`config.mk`:
```
export PLATFORM = sky130hd
export DESIGN_NAME = fur_receiver
export DESIGN_NICKNAME = d
export VERILOG_FILES = /design/src/rtl/fur_pkg.sv /design/src/rtl/fur_stream_if.sv /design/src/rtl/fur_fifo.sv /design/src/rtl/fur_receiver.sv
export SDC_FILE = /design/constraint.sdc
export NUM_CORES = 1
export LEC_CHECK = 0
export BUFFER_PORTS_ARGS = -buffer_cell sky130_fd_sc_hd__buf_2
export CAP_MARGIN = 20
export CORE_UTILIZATION = 60
export DETAILED_ROUTE_END_ITERATION = 10
export PLACE_DENSITY_LB_ADDON = 0.15
export SYNTH_ARGS = -nofsm -noshare
export SYNTH_HDL_FRONTEND = slang
export SYNTH_HIERARCHICAL = 1
export SYNTH_SLANG_ARGS = --single-unit
```
`constraint.sdc`:
```
create_clock -name i_mclk -period 2.66 [get_ports i_mclk]
set_input_delay 0 -clock i_mclk [delete_from_list [all_inputs] [get_ports i_mclk]]
set_output_delay 0 -clock i_mclk [all_outputs]
set_load 0.01 [all_outputs]
```
`src/rtl/fur_pkg.sv`:
```
// Constants and types for the inductive FSK uplink receiver
package fur_pkg;
  localparam int CLK_HZ = 100_000_000;
  localparam int F_ONE_HZ = 110_340;
  localparam int F_ZERO_HZ = 108_840;
  localparam int BIT_US = 800;
  localparam int GAP_US = 1200;
  localparam int MSG_MS = 40;
  localparam int MSG_BITS = 50;
  localparam int START_BITS = 2;
  localparam int DATA_BITS = MSG_BITS - START_BITS;
  localparam int BIT_CYC_DEF = BIT_US * (CLK_HZ / 1_000_000);
  localparam int GAP_CYC_DEF = GAP_US * (CLK_HZ / 1_000_000);
  localparam int MSG_CYC = MSG_MS * (CLK_HZ / 1000);
  localparam int WDOG_CYC_DEF = 2 * MSG_CYC;
  localparam int PER_W = 12;
  localparam int TMR_W = 17;
  localparam int GAP_W = 18;
  localparam int WD_W = 24;
  localparam int TAL_W = 8;
  localparam int IDX_W = 6;
  localparam int P_ONE = CLK_HZ / F_ONE_HZ;
  localparam int P_ZERO = CLK_HZ / F_ZERO_HZ;
  localparam int P_MID = (P_ONE + P_ZERO) / 2;
  localparam int P_TOL = 6;
  localparam logic [PER_W-1:0] ONE_LO = PER_W'(P_ONE - P_TOL);
  localparam logic [PER_W-1:0] ONE_HI = PER_W'(P_MID - 1);
  localparam logic [PER_W-1:0] ZERO_LO = PER_W'(P_MID);
  localparam logic [PER_W-1:0] ZERO_HI = PER_W'(P_ZERO + P_TOL);
  localparam logic [PER_W-1:0] ABSENT_CYC = PER_W'(4 * P_ZERO);
  localparam logic [IDX_W-1:0] LAST_IDX = IDX_W'(DATA_BITS - 1);
  localparam logic [1:0] CODE_NONE = 2'h0;
  localparam logic [1:0] CODE_ONE = 2'h1;
  localparam logic [1:0] CODE_ZERO = 2'h2;
  localparam int WORD_W = 3;
  localparam int FIFO_DEPTH = 8;
  typedef enum logic [1:0] {
    FUR_HUNT = 2'b00,
    FUR_ARMED = 2'b01,
    FUR_BITS = 2'b10
  } fur_state_t;
endpackage

```
`src/rtl/fur_stream_if.sv`:
```
// Valid/ready word stream between receiver modules
`timescale 1ns/1ps
interface fur_stream_if #(parameter int W = 3);
  logic valid;
  logic ready;
  logic [W-1:0] data;
  modport src (output valid, output data, input ready);
  modport snk (input valid, input data, output ready);
endinterface

```
`src/rtl/fur_fifo.sv`:
```
// Parameterised synchronous FIFO with valid/ready on both sides
`timescale 1ns/1ps
module fur_fifo #(
  parameter int W = 3,
  parameter int DEPTH = 8
) (
  input wire logic i_mclk,    // System clock
  input wire logic i_resetn,  // Sync reset, active low
  fur_stream_if.snk s_in,     // Filling side
  fur_stream_if.src s_out     // Draining side
);
  localparam int AW = $clog2(DEPTH);
  logic [W-1:0] mem [DEPTH];
  logic [AW-1:0] wr_q;
  logic [AW-1:0] rd_q;
  logic [AW:0] cnt_q;
  wire full = (cnt_q == (AW+1)'(DEPTH));
  wire empty = (cnt_q == '0);
  wire do_wr = s_in.valid & ~full;
  wire do_rd = s_out.ready & ~empty;
  assign s_in.ready = ~full;
  assign s_out.valid = ~empty;
  assign s_out.data = mem[rd_q];

  always_ff @(posedge i_mclk) begin
    if (do_wr) begin
      mem[wr_q] <= s_in.data;
    end
  end

  always_ff @(posedge i_mclk) begin
    if (!i_resetn) begin
      wr_q <= '0;
      rd_q <= '0;
      cnt_q <= '0;
    end else begin
      if (do_wr) begin
        wr_q <= AW'(wr_q + 1'b1);
      end
      if (do_rd) begin
        rd_q <= AW'(rd_q + 1'b1);
      end
      cnt_q <= (AW+1)'(cnt_q + {{AW{1'b0}}, do_wr} - {{AW{1'b0}}, do_rd});
    end
  end
endmodule

```
`src/rtl/fur_receiver.sv`:
```
// Two-antenna digital FSK uplink demodulator with message framing
// Function
// - Message is fifty return-to-zero bit periods
// - Upper carrier means one, lower means zero
// - Two carrier-free bits mark message start
// - One message every forty milliseconds
// - Forty-eight data bits follow start gap
// - Bit lasts 800 us, 1250 bit/s
// - Forward antenna data used for control; rear bits are output instead while only the rear channel holds sync
// - Rear receiver drives proceed clock only while the rear channel alone holds sync
// - Measure each carrier cycle, decide per cycle
// - Up counter times zero crossing intervals
// - Decoder maps period count to frequency code
// - Accumulate decisions, dump and output at end
// - Output most frequent code, strobed out
// - Tolerate four short impulses per bit
// - Each cycle checked against both valid frequencies
`timescale 1ns/1ps
module fur_receiver
  import fur_pkg::*;
#(
  parameter int BIT_CYC = BIT_CYC_DEF,
  parameter int GAP_CYC = GAP_CYC_DEF,
  parameter int WDOG_CYC = WDOG_CYC_DEF
) (
  input wire logic i_mclk,                    // 100 MHz clock
  input wire logic i_resetn,                  // Sync reset, active low
  input wire logic i_fwd_carrier,             // Squared carrier, forward antenna
  input wire logic i_rear_carrier,            // Squared carrier, rear antenna
  input wire logic i_bit_ready,               // Consumer takes a bit word
  output logic o_bit_valid,                   // Bit word available
  output logic o_bit_data,                    // Decoded data bit
  output logic o_bit_last,                    // Last data bit of message
  output logic o_bit_rear,                    // Bit came from rear antenna
  output logic o_proceed_permit_clock,        // Carrier envelope of chosen antenna
  output logic o_fwd_sync,                    // Forward channel framed
  output logic o_rear_sync,                   // Rear channel framed
  output logic o_overrun                      // Bit lost, FIFO full
);
  wire [1:0] carrier_in = {i_rear_carrier, i_fwd_carrier};

  logic [1:0] sq_q;
  logic [PER_W-1:0] per_q [2];
  logic [GAP_W-1:0] gap_q [2];
  logic [TMR_W-1:0] tmr_q [2];
  logic [WD_W-1:0] wd_q [2];
  logic [TAL_W-1:0] ones_q [2];
  logic [TAL_W-1:0] zeros_q [2];
  logic [IDX_W-1:0] idx_q [2];
  fur_state_t st_q [2];
  logic [1:0] sync_q;
  logic [1:0] stb_q;
  logic [1:0] bit_q;
  logic [1:0] last_q;
  logic [1:0] edge_w;
  logic [1:0] env_w;
  logic [1:0] bit_end_w;
  logic [1:0] code_w [2];
  logic overrun_q;

  genvar g;
  generate
    for (g = 0; g < 2; g++) begin : g_ch
      wire in_one = (per_q[g] >= ONE_LO) && (per_q[g] <= ONE_HI);
      wire in_zero = (per_q[g] >= ZERO_LO) && (per_q[g] <= ZERO_HI);
      // Rising edge closes one full carrier cycle
      assign edge_w[g] = carrier_in[g] & ~sq_q[g];
      // Code is valid only on the edge that ends a cycle
      assign code_w[g] = !edge_w[g] ? CODE_NONE : in_one ? CODE_ONE :
        in_zero ? CODE_ZERO : CODE_NONE;
      // Carrier off once no edge for four slow periods
      assign env_w[g] = (per_q[g] < ABSENT_CYC);
      assign bit_end_w[g] = (st_q[g] == FUR_BITS) && (tmr_q[g] == TMR_W'(BIT_CYC - 1));

      always_ff @(posedge i_mclk) begin
        if (!i_resetn) begin
          sq_q[g] <= 1'b0;
          per_q[g] <= '1;
          gap_q[g] <= '0;
        end else begin
          sq_q[g] <= carrier_in[g];
          // Saturating so an idle link reads as carrier absent
          per_q[g] <= edge_w[g] ? PER_W'(1) : (&per_q[g]) ? per_q[g] : PER_W'(per_q[g] + 1'b1);
          gap_q[g] <= env_w[g] ? '0 : (&gap_q[g]) ? gap_q[g] : GAP_W'(gap_q[g] + 1'b1);
        end
      end

      always_ff @(posedge i_mclk) begin
        if (!i_resetn) begin
          st_q[g] <= FUR_HUNT;
          tmr_q[g] <= '0;
          idx_q[g] <= '0;
          ones_q[g] <= '0;
          zeros_q[g] <= '0;
          stb_q[g] <= 1'b0;
          bit_q[g] <= 1'b0;
          last_q[g] <= 1'b0;
        end else begin
          stb_q[g] <= bit_end_w[g];
          case (st_q[g])
            FUR_HUNT: begin
              // Half-bit gaps are too short to pass this
              if (gap_q[g] >= GAP_W'(GAP_CYC)) begin
                st_q[g] <= FUR_ARMED;
              end
            end
            FUR_ARMED: begin
              if (edge_w[g]) begin
                st_q[g] <= FUR_BITS;
                tmr_q[g] <= '0;
                idx_q[g] <= '0;
                ones_q[g] <= '0;
                zeros_q[g] <= '0;
              end
            end
            FUR_BITS: begin
              if (bit_end_w[g]) begin
                // Tie goes to zero; invalid cycles never vote
                bit_q[g] <= (ones_q[g] > zeros_q[g]);
                last_q[g] <= (idx_q[g] == LAST_IDX);
                ones_q[g] <= '0;
                zeros_q[g] <= '0;
                tmr_q[g] <= '0;
                // Wrap so the index never points past the frame
                idx_q[g] <= (idx_q[g] == LAST_IDX) ? '0 : IDX_W'(idx_q[g] + 1'b1);
                if (idx_q[g] == LAST_IDX) begin
                  st_q[g] <= FUR_HUNT;
                end
              end else begin
                tmr_q[g] <= TMR_W'(tmr_q[g] + 1'b1);
                if (code_w[g] == CODE_ONE && !(&ones_q[g])) begin
                  ones_q[g] <= TAL_W'(ones_q[g] + 1'b1);
                end
                if (code_w[g] == CODE_ZERO && !(&zeros_q[g])) begin
                  zeros_q[g] <= TAL_W'(zeros_q[g] + 1'b1);
                end
              end
            end
            default: begin
              st_q[g] <= FUR_HUNT;
            end
          endcase
        end
      end

      // Sync drops if complete messages stop arriving at the frame rate
      always_ff @(posedge i_mclk) begin
        if (!i_resetn) begin
          sync_q[g] <= 1'b0;
          wd_q[g] <= '0;
        end else if (bit_end_w[g] && idx_q[g] == LAST_IDX) begin
          sync_q[g] <= 1'b1;
          wd_q[g] <= '0;
        end else if (wd_q[g] >= WD_W'(WDOG_CYC)) begin
          sync_q[g] <= 1'b0;
        end else begin
          wd_q[g] <= WD_W'(wd_q[g] + 1'b1);
        end
      end

      a_code_legal: assert property (@(posedge i_mclk) disable iff (!i_resetn)
        code_w[g] != 2'h3) else $error("illegal frequency code");
      a_invalid_no_vote: assert property (@(posedge i_mclk) disable iff (!i_resetn)
        (st_q[g] == FUR_BITS && !bit_end_w[g] && code_w[g] == CODE_NONE)
        |=> ($stable(ones_q[g]) && $stable(zeros_q[g]))) else $error("invalid cycle counted");
      a_bit_length: assert property (@(posedge i_mclk) disable iff (!i_resetn)
        (st_q[g] == FUR_ARMED && edge_w[g]) |=> (st_q[g] == FUR_BITS && tmr_q[g] == '0))
        else $error("bit timer not aligned");
      a_majority_out: assert property (@(posedge i_mclk) disable iff (!i_resetn)
        bit_end_w[g] |=> (stb_q[g] && bit_q[g] == ($past(ones_q[g]) > $past(zeros_q[g]))))
        else $error("output bit not majority");
      a_frame_len: assert property (@(posedge i_mclk) disable iff (!i_resetn)
        idx_q[g] <= LAST_IDX) else $error("frame exceeds data bits");
      a_tally_dump: assert property (@(posedge i_mclk) disable iff (!i_resetn)
        bit_end_w[g] |=> (ones_q[g] == '0 && zeros_q[g] == '0)) else $error("tally not dumped");
    end
  endgenerate

  // Forward unless only the rear channel holds frame sync
  wire use_fwd = sync_q[0] | ~sync_q[1];
  wire push_w = use_fwd ? stb_q[0] : stb_q[1];
  wire [WORD_W-1:0] word_w = use_fwd ? {1'b0, last_q[0], bit_q[0]} : {1'b1, last_q[1], bit_q[1]};

  fur_stream_if #(.W(WORD_W)) s_in ();
  fur_stream_if #(.W(WORD_W)) s_out ();
  assign s_in.valid = push_w;
  assign s_in.data = word_w;
  assign s_out.ready = i_bit_ready;

  fur_fifo #(.W(WORD_W), .DEPTH(FIFO_DEPTH)) fur_fifo_inst (
    .i_mclk(i_mclk),
    .i_resetn(i_resetn),
    .s_in(s_in),
    .s_out(s_out)
  );

  // Link cannot be paused, so a full FIFO loses the bit and flags it
  always_ff @(posedge i_mclk) begin
    if (!i_resetn) begin
      overrun_q <= 1'b0;
    end else begin
      overrun_q <= push_w & ~s_in.ready;
    end
  end

  assign o_bit_valid = s_out.valid;
  assign o_bit_data = s_out.data[0];
  assign o_bit_last = s_out.data[1];
  assign o_bit_rear = s_out.data[2];
  // Rear envelope bridges loop boundaries when only the rear channel holds sync
  assign o_proceed_permit_clock = use_fwd ? env_w[0] : env_w[1];
  assign o_fwd_sync = sync_q[0];
  assign o_rear_sync = sync_q[1];
  assign o_overrun = overrun_q;

  a_fwd_priority: assert property (@(posedge i_mclk) disable iff (!i_resetn)
    (sync_q[0] && push_w) |-> (word_w[2] == 1'b0 && push_w == stb_q[0])) else $error("rear used while forward synced");
  a_ppc_select: assert property (@(posedge i_mclk) disable iff (!i_resetn)
    (!sync_q[0] && sync_q[1]) |-> (o_proceed_permit_clock == env_w[1])) else $error("proceed clock not from rear");
  a_overrun_flag: assert property (@(posedge i_mclk) disable iff (!i_resetn)
    (push_w && !s_in.ready) |=> o_overrun) else $error("lost bit not flagged");
endmodule

```
Word level (Yosys, flattened, before mapping)
Memory sizes are Yosys's and may differ from the RTL's. A register that Yosys moved wholly into a read port is not among the register bits.
Index checks and enable logic that the tools add are counted.
{"block": "op_classes", "add_sub_neg": 18, "order_cmp": 16, "eq_ne": 13, "mux": 149, "bitwise_logic": 49, "reduce_logical": 33}
{"operator": "two-way mux 18 bit", "n": 6}
{"operator": "two-way mux 17 bit", "n": 6}
{"operator": "two-way mux 24 bit", "n": 4}
{"operator": "two-way mux 8 bit", "n": 12}
{"operator": "two-way mux 1 bit", "n": 92}
{"operator": "two-way mux 12 bit", "n": 6}
{"operator": "adder 24 x 1 -> 24 bit (second input constant)", "n": 2}
{"operator": ">= comparator 12 x 10 -> 1 bit (second input constant)", "n": 4}
{"operator": ">= comparator 24 x 23 -> 1 bit (second input constant)", "n": 2}
{"operator": "less-or-equal comparator 12 x 10 -> 1 bit (second input constant)", "n": 4}
{"operator": "OR 1 bit", "n": 39}
{"operator": "adder 18 x 1 -> 18 bit (second input constant)", "n": 2}
{"operator": ">= comparator 18 x 17 -> 1 bit (second input constant)", "n": 2}
{"operator": "two-way mux 6 bit", "n": 6}
{"operator": "AND reduction 18 bit", "n": 2}
{"operator": "adder 17 x 1 -> 17 bit (second input constant)", "n": 2}
{"operator": "== test 17 bit (second input constant)", "n": 2}
{"operator": "adder 8 x 1 -> 8 bit (second input constant)", "n": 4}
{"operator": "AND reduction 8 bit", "n": 4}
{"operator": "two-way mux 2 bit", "n": 14}
{"operator": "adder 12 x 1 -> 12 bit (second input constant)", "n": 2}
{"operator": "< comparator 12 bit (second input constant)", "n": 2}
{"operator": "AND reduction 12 bit", "n": 2}
{"operator": "greater-than comparator 8 bit", "n": 2}
{"operator": "other kinds (18)", "n": 55}
{"block": "totals", "regBits": 21, "ramBits": 214, "input_bits": 5, "output_inout_bits": 8, "word_cells": 301, "n_memories": 9}
{"name": "wd_q", "words": 2, "word_bits": 24, "rd": 2, "rd_ports_with_merged_regs": 0, "write_ports": 2, "line": "fur_receiver.sv:46", "source": "logic [WD_W-1:0] wd_q [2];"}
{"name": "gap_q", "words": 2, "word_bits": 18, "rd": 2, "rd_ports_with_merged_regs": 0, "write_ports": 2, "line": "fur_receiver.sv:44", "source": "logic [GAP_W-1:0] gap_q [2];"}
{"name": "tmr_q", "words": 2, "word_bits": 17, "rd": 2, "rd_ports_with_merged_regs": 0, "write_ports": 2, "line": "fur_receiver.sv:45", "source": "logic [TMR_W-1:0] tmr_q [2];"}
{"name": "fur_fifo_inst.mem", "words": 8, "word_bits": 3, "rd": 1, "rd_ports_with_merged_regs": 1, "write_ports": 1, "line": "fur_fifo.sv:13", "source": "logic [W-1:0] mem [DEPTH];"}
{"name": "per_q", "words": 2, "word_bits": 12, "rd": 2, "rd_ports_with_merged_regs": 0, "write_ports": 2, "line": "fur_receiver.sv:43", "source": "logic [PER_W-1:0] per_q [2];"}
{"name": "ones_q", "words": 2, "word_bits": 8, "rd": 2, "rd_ports_with_merged_regs": 0, "write_ports": 2, "line": "fur_receiver.sv:47", "source": "logic [TAL_W-1:0] ones_q [2];"}
{"name": "3 more memories"}

Longest topological paths before layout
Gate-level depths: netlist (run 1).
{"block": "depth", "word_depth": 13, "ltp_mapped": 11, "depth_no_buf": 11}

Modules after synthesis
The synthesis (run 1) kept the hierarchy.
{"module": "fur_receiver", "n_inst": 1, "cells_per_inst": 1092, "area_per_inst_um2": 10662.7, "seq_area_each_um2": 5325.1}
{"module": "fur_fifo", "n_inst": 1, "cells_per_inst": 113, "area_per_inst_um2": 1654.1, "seq_area_each_um2": 980.9}

Worst setup path after synthesis (run 1)
OpenSTA, ideal clock, no wires.
{"block": "synth_path", "path_type": "register to register", "startpoint": "memory tmr_q[1][14]", "endpoint": "memory wd_q[1][0], enable pin", "setup_ns": 0.385, "arrival_ns": 2.049, "t_required_ns": 2.275, "path_slack_ns": 0.226, "path_stages_with_launch": 5, "n_path_buf": 0, "cell_sequence": "edfxtp_1 > or4b_4 > nor3_4 > nand4_1 > nand3b_1"}
{"element": "start: declaration", "line": "fur_receiver.sv:45"}
{"element": "end: declaration", "line": "fur_receiver.sv:46"}

==> results.yml, run 1 <==
placement:
  detailedPlace.worstSlack_ns: 0.3224
  port_buffers: 12
  hpwl_um: 15280
  place_congestion: 0.8151
clock_tree:
  clockBufferDepth: 3
  post-cts-setup-buffers: 0
  cts.sinks: 238
  cts.clk_slew.worst_paths_ns: 0.05
  htreeDepth: 1
  ctsResizeCount: 0
  cts_root_buf: "clkbuf_16"
  cts_tree: "yes"
  cts_hold_buf: 4
  worst_skew_pair.late_latency_ns: 0.52
  cts_buffers: 26
floorplanning:
  die_area_sq_mm: 0.02110
  die_w_um: 145.3
  core-area_sq_mm: 0.02017
  io_pins: 13
  start_util_pct: 61.07
  die_h_um: 145.3
  row_count: 52
global_routing:
  grtUsageMet3_pct: 2.704
  grt_pass1_vias: 8215
  grt_overflow: 0
  grt_pass1_wl_um: 38470
  grt_max_degree: 56
  antenna_found_initial: 0
  use_met1_pct: 29.45
  grt_usage_pct: 21.66
  use_met2_pct: 37.14
  top_usage_layer: "met2"
power_and_ir_drop:
  ir_drop_mv: 0.4005
  p_total_w: 0.008663
  p_seq_share_pct: 51.0
  switching_share_pct: 24.43
  p_sw_w: 0.002116
  internal_power_w: 0.006547
  pwr-share-comb_pct: 11.0
  power_density_mw_per_mm2: 639.3
  p_clk_share_pct: 38.0
  power_leakage_nw: 4.834
setup_path:
  cp_num_buf_inv: 0
  critPathSlowestCell: "nor4_1"
  crit_chain: "or3_1 -> nor4_1 -> nand2_1 -> and3_1 -> nand2_1"
  cp-end-kind: "flop"
  cp.arrival_ns: 2.54
  path_common_cell: "nand2_1"
  critPathRequiredTime_ns: 2.83
  worstSetupPathType: "reg2reg"
  critPathMaxFanout: 8
  slowest_delay_ns: 0.45
  critPathTopFamily: "simple AND/OR/NAND/NOR gates"
  crit_path_start_kind: "flop"
synthesis:
  yosys_warnings: 6
  netlist_area_sq_mm: 0.01232
  ys_top_cells_by_area: "edfxtp_1 38%, dfxtp_1 14%, nor2_1 5.9%, xnor2_1 5.0%, xor2_1 4.8%"
  postSynthAreaPerCell_sq_um: 10.22
  async_reset_ff_share_pct: 0
  yosysSeqAreaShare_pct: 51.20
  yosysTopAreaCellShare_pct: 37.55
  synth.distinct_cells: 72
  yosysTopAreaCell: "edfxtp_1"
  ys_seq_elements: 238
  synth_edf_count: 154
  syn-instance-count: 1205
  synth_ff_type: "edfxtp_1"
timing:
  worst_slack_ns: 0.2940
  report.final.setup_viol: 0
  timing.final.crit_period_ns: 2.366
  finalSetupTns_ns: 0
  grt_setup_unrepaired: "false"
  clock.fmax_mhz: 422.7
  final_hold_viol_count: 0
  tightest_slew_ns: 0.7910
  min_period_over_period_pct: 88.95
  skew_ns: 0.009764
  holdWs_ns: 0.2324
  slew_violations: 0
  slew_headroom_pct: 46.78
finish:
  layout_common_cells: "193 x nor2_1, 154 x edfxtp_1, 92 x nand2_1"
  final_common_cell: "nor2_1"
  utilization_pct: 67.18
  finalNetCount: 1289
  drive_gt1_share_pct: 6.984
  insertedDiodeCount: 0
  fillerInstances: 1609
  area_growth_pct: 10.02
route:
  viasPerCell: 5.636
  wirelength_um: 22490
  drtPass1Iterations: 5
  ant_nets: 0
  drc: 0
  vias: 8623
  drtIter0Drc: 455
  avgRoutedWirePerCell_um: 14.70
job:
  drv_cap: 0
worst_hold_path:
  hp-class: "in2reg"
outcome:
  status: "completed"
[power groups by stage]
stage / combinational (W) / sequential (W) / clock [W]
6_report: 0.000949 / 0.00442 / 0.00329
5_1_grt: 0.00108 / 0.00446 / 0.00351
4_1_cts: 0.000955 / 0.00442 / 0.00338
3_5_place_dp: 0.000938 / 0.00449 / 0
3_3_place_gp: 0.000918 / 0.00448 / 0
2_1_floorplan: 0.000794 / 0.00442 / 0
[kinds of logic (layout without fill, tap and decap cells)]
logic type | after synthesis | count (layout) | synth area share, %
muxes | 26 | 26 | 2.936
AOI/OAI and AO/OA | 111 | 111 | 5.607
buffers and inverters | 82 | 136 | 2.804
DFF | 238 | 238 | 51.20
other | 1 | 2 | 0.03045
xor gates and xnor gates | 138 | 138 | 9.813
adders and majority gates | 44 | 44 | 4.531
and+or+nand+nor | 565 | 565 | 23.08
[area by class of cell]
class	count	area, sq um	area share, %
Clock buffer	44	759.5	5.605
Clock inverter	4	18.77	0.1385
Inverter	55	206.4	1.524
Multi-Input combinational cell	886	5669	41.84
Sequential cell	238	6306	46.54
Tap cell	270	337.8	2.493
Timing Repair Buffer	33	252.7	1.865
[per-layer routing]
metal  up-vias  wire length (um)  share of wire [%]
met2       124             10750                 48
met1      4111             10600                 47
met4         0               291                1.3
li1       4358                 -                  -
met5         -                 0                  0
met3        30               836                3.7
[worst paths after layout]
| kind | depth (start not counted) | from | endpoint | slack [ns] |
|---|---|---|---|---|
| max reg2reg | 5 | tmr_q[0][15]$_SDFFCE_PN0P_ | zeros_q[0][3]$_SDFFCE_PN0P_ | 0.29 |
| max | 5 | tmr_q[0][15]$_SDFFCE_PN0P_ | zeros_q[0][3]$_SDFFCE_PN0P_ | 0.29 |
| min reg2reg | 2 | last_q[0]$_SDFFE_PN0P_ | last_q[0]$_SDFFE_PN0P_ | 0.48 |
| min | 3 | i_fwd_carrier | sq_q[0]$_SDFF_PN0_ | 0.23 |
[flip-flops by register name (all words and copies together), names as in the netlist, named ones only]
name / flops
bit_q: 2
fur_fifo_inst/cnt_q: 4
fur_fifo_inst/mem: 24
fur_fifo_inst/rd_q: 3
fur_fifo_inst/wr_q: 3
gap_q: 36
idx_q: 12
last_q: 2
o_fwd_sync: 1
o_overrun: 1
o_rear_sync: 1
ones_q: 16
per_q: 24
sq_q: 2
st_q: 4
stb_q: 2
tmr_q: 34
wd_q: 48
zeros_q: 16
[synth_stat cells, types with 4 or more instances]
cell type    n
nor2_1     193
edfxtp_1   154
nand2_1     92
dfxtp_1     84
nand3_1     79
xnor2_1     71
xor2_1      67
inv_1       54
ha_1        43
o21ai_0     37
nand4_1     36
and3_1      31
nor3_1      30
a21oi_1     23
mux2i_1     17
clkbuf_1    16
nand2b_1    15
and2_1      10
nor4_1      10
a31oi_1      9
a211oi_1     8
nor2b_1      8
or3_1        8
and4_1       6
buf_2        6
mux4_1       6
nand3b_1     6
o31ai_1      6
or4_1        6
nor2_2       5
nor3b_1      5
a211o_1      4
[worst reg2reg max path, delay by kind of cell (launching register included)]
kind	cells	cell delay, ns
and+or+nand+nor	5	1.60
DFF	1	0.43
[metrics by stage]
stage                     cells  cell area, sq um
after floorplan            1206             12320
after global placement     1478             12730
after detailed placement   1478             12730
after CTS                  1530             13550
after global routing       1530             13550
final                      1530             13550
Note: power is estimated with default switching activity, not from simulation.
==> run 2: changes to the inputs <==
--- a/config.mk
+++ b/config.mk
@@ -9,7 +9,9 @@
 export CAP_MARGIN = 20
 export CORE_UTILIZATION = 60
 export DETAILED_ROUTE_END_ITERATION = 10
+export HOLD_SLACK_MARGIN = 0.08
 export PLACE_DENSITY_LB_ADDON = 0.15
+export REMOVE_ABC_BUFFERS = 1
 export SYNTH_ARGS = -nofsm -noshare
 export SYNTH_HDL_FRONTEND = slang
 export SYNTH_HIERARCHICAL = 1
==> run 2 against run 1 <==
- clock skew is 0.0047 ns higher
- global-route usage is 0.28 points higher
- power is 8.3% higher
- flip-flop and latch count stayed put
- maximum frequency is 1.3% lower
- first-iteration DRC count is 1.5% higher
- routed wire length is 0.69% higher
- critical path type unchanged
- critical endpoint is now zeros_q[0][7]$_SDFFCE_PN0P_
==> results.yml, run 2 (same netlist as run 1, synthesis figures left out) <==
outcome:
  status: "completed"
worst_hold_path:
  hold_end: "sq_q[0]$_SDFF_PN0_"
  hp-class: "in2reg"
  hold_depth: 3
  worst_hold_startpoint: "i_fwd_carrier"
finish:
  layout_common_cells: "193 x nor2_1, 154 x edfxtp_1, 92 x nand2_1"
  insertedDiodeCount: 0
  finalNetCount: 1290
  final_common_cell: "nor2_1"
  design_area_sq_mm: 0.01376
  top_regs: "wd_q (48), gap_q (36), tmr_q (34)"
  area_growth_pct: 11.74
  largest_register: "wd_q"
  largest_reg_flops: 48
  utilization_pct: 68.24
  drive_gt1_share_pct: 7.692
floorplanning:
  io_pins: 13
  row_count: 52
  die_w_um: 145.3
  die_area_sq_mm: 0.02110
  start_util_pct: 61.07
  die_h_um: 145.3
  core-area_sq_mm: 0.02017
placement:
  hpwl_um: 15390
  dpl_cell_area_sq_mm: 0.01273
  port_buffers: 12
  place_congestion: 0.8316
timing:
  min_period_over_period_pct: 90.12
  clock.fmax_mhz: 417.2
  grt_setup_unrepaired: "false"
  final_hold_viol_count: 0
  timing.final.crit_period_ns: 2.397
  report.final.setup_viol: 0
  slew_violations: 0
  finalSetupTns_ns: 0
  skew_ns: 0.01443
  tightest_slew_ns: 0.8327
  slew_headroom_pct: 44.33
route:
  drtPass1Iterations: 5
  drc: 0
  drtIter0Drc: 462
  ant_nets: 0
  viasPerCell: 5.631
  avgRoutedWirePerCell_um: 14.79
  wirelength_um: 22640
  vias: 8621
job:
  drv_cap: 0
clock_tree:
  cts_root_buf: "clkbuf_16"
  cts_buffers: 26
  worst_skew_pair.late_latency_ns: 0.52
  cts_tree: "yes"
  cts.clk_slew.worst_paths_ns: 0.06
  clockBufferDepth: 3
  htreeDepth: 1
  cts.sinks: 238
power_and_ir_drop:
  p_total_w: 0.009383
  power_leakage_nw: 4.937
  ir_drop_mv: 0.4962
  power_density_mw_per_mm2: 681.7
setup_path:
  rr_worst_depth: 5
  worstReg2RegStart: "tmr_q[0][15]$_SDFFCE_PN0P_"
  cp-end-kind: "flop"
  reg2reg_to: "zeros_q[0][7]$_SDFFCE_PN0P_"
  cp-startpoint: "tmr_q[0][15]$_SDFFCE_PN0P_"
  critPathMaxFanout: 8
  cp.arrival_ns: 2.58
  worstSetupPathType: "reg2reg"
  critPathRequiredTime_ns: 2.85
  ff2ff_setup_slack_ns: 0.26
  crit_path_start_kind: "flop"
global_routing:
  antenna_found_initial: 0
  grt_max_degree: 39
  grt_overflow: 0
  grt_usage_pct: 21.95
  grt_pass1_vias: 8304
  grt_pass1_wl_um: 38980
[run 2: per-stage QoR]
stage	hold WS, ns	instances	worst slack (ns)
2_1_floorplan	0.07108	1179	0.1600
3_3_place_gp	0.2172	1478	0.3485
5_1_grt	0.2713	1531	0.09647
3_5_place_dp	0.2235	1478	0.2838
4_1_cts	0.2418	1531	0.2807
6_report	0.2555	1531	0.2629
[run 2: cell type report]
cell class                      count  area [sq um]
Fill cell                        1550          6406
Clock inverter                     10         180.2
Tap cell                          270         337.8
Sequential cell                   238          6306
Clock buffer                       38         800.8
Inverter                           55         206.4
Timing Repair Buffer               34         262.8
Multi-Input combinational cell    886          5669
[run 2: what timing repair did]
action / in CTS / in global routing
hold buffers: 5 / 0
setup buffers: 0 / 0
resized for setup: 0 / 0
endpoints found under the hold margin: 36 / 0
[run 2: worst max-delay path by stage]
stage / cells after the start / end
2_1_floorplan: 5 / zeros_q[0][0]$_SDFFCE_PN0P_
5_1_grt: 6 / wd_q[0][7]$_SDFFCE_PN0P_
6_report: 5 / zeros_q[0][7]$_SDFFCE_PN0P_
4_1_cts: 6 / wd_q[0][5]$_SDFFCE_PN0P_
3_5_place_dp: 5 / zeros_q[0][4]$_SDFFCE_PN0P_
3_3_place_gp: 5 / ones_q[0][0]$_SDFFCE_PN0P_
[run 2: layer usage]
layer  GRT usage (%)  wire, um  up-vias
li1                -         -     4361
met1           30.16     10790     4079
met2           36.61     10690      145
met5               0         0        -
met4           5.947       399        0
met3           2.893       762       36
[run 2: power by group]
group	leakage, nW	total, W	internal (W)	switching [W]
Sequential	2.29	0.00442	0.00417	0.000252
Clock	0.475	0.00402	0.00257	0.00145
Combinational	2.18	0.000942	0.000452	0.000490
[run 2: critical path, cell delays in order, from the launching register on]
cell	delay, ns
edfxtp_1	0.42
or3_1	0.40
nor4_1	0.48
nand2_1	0.20
and3_1	0.27
nand2_1	0.29
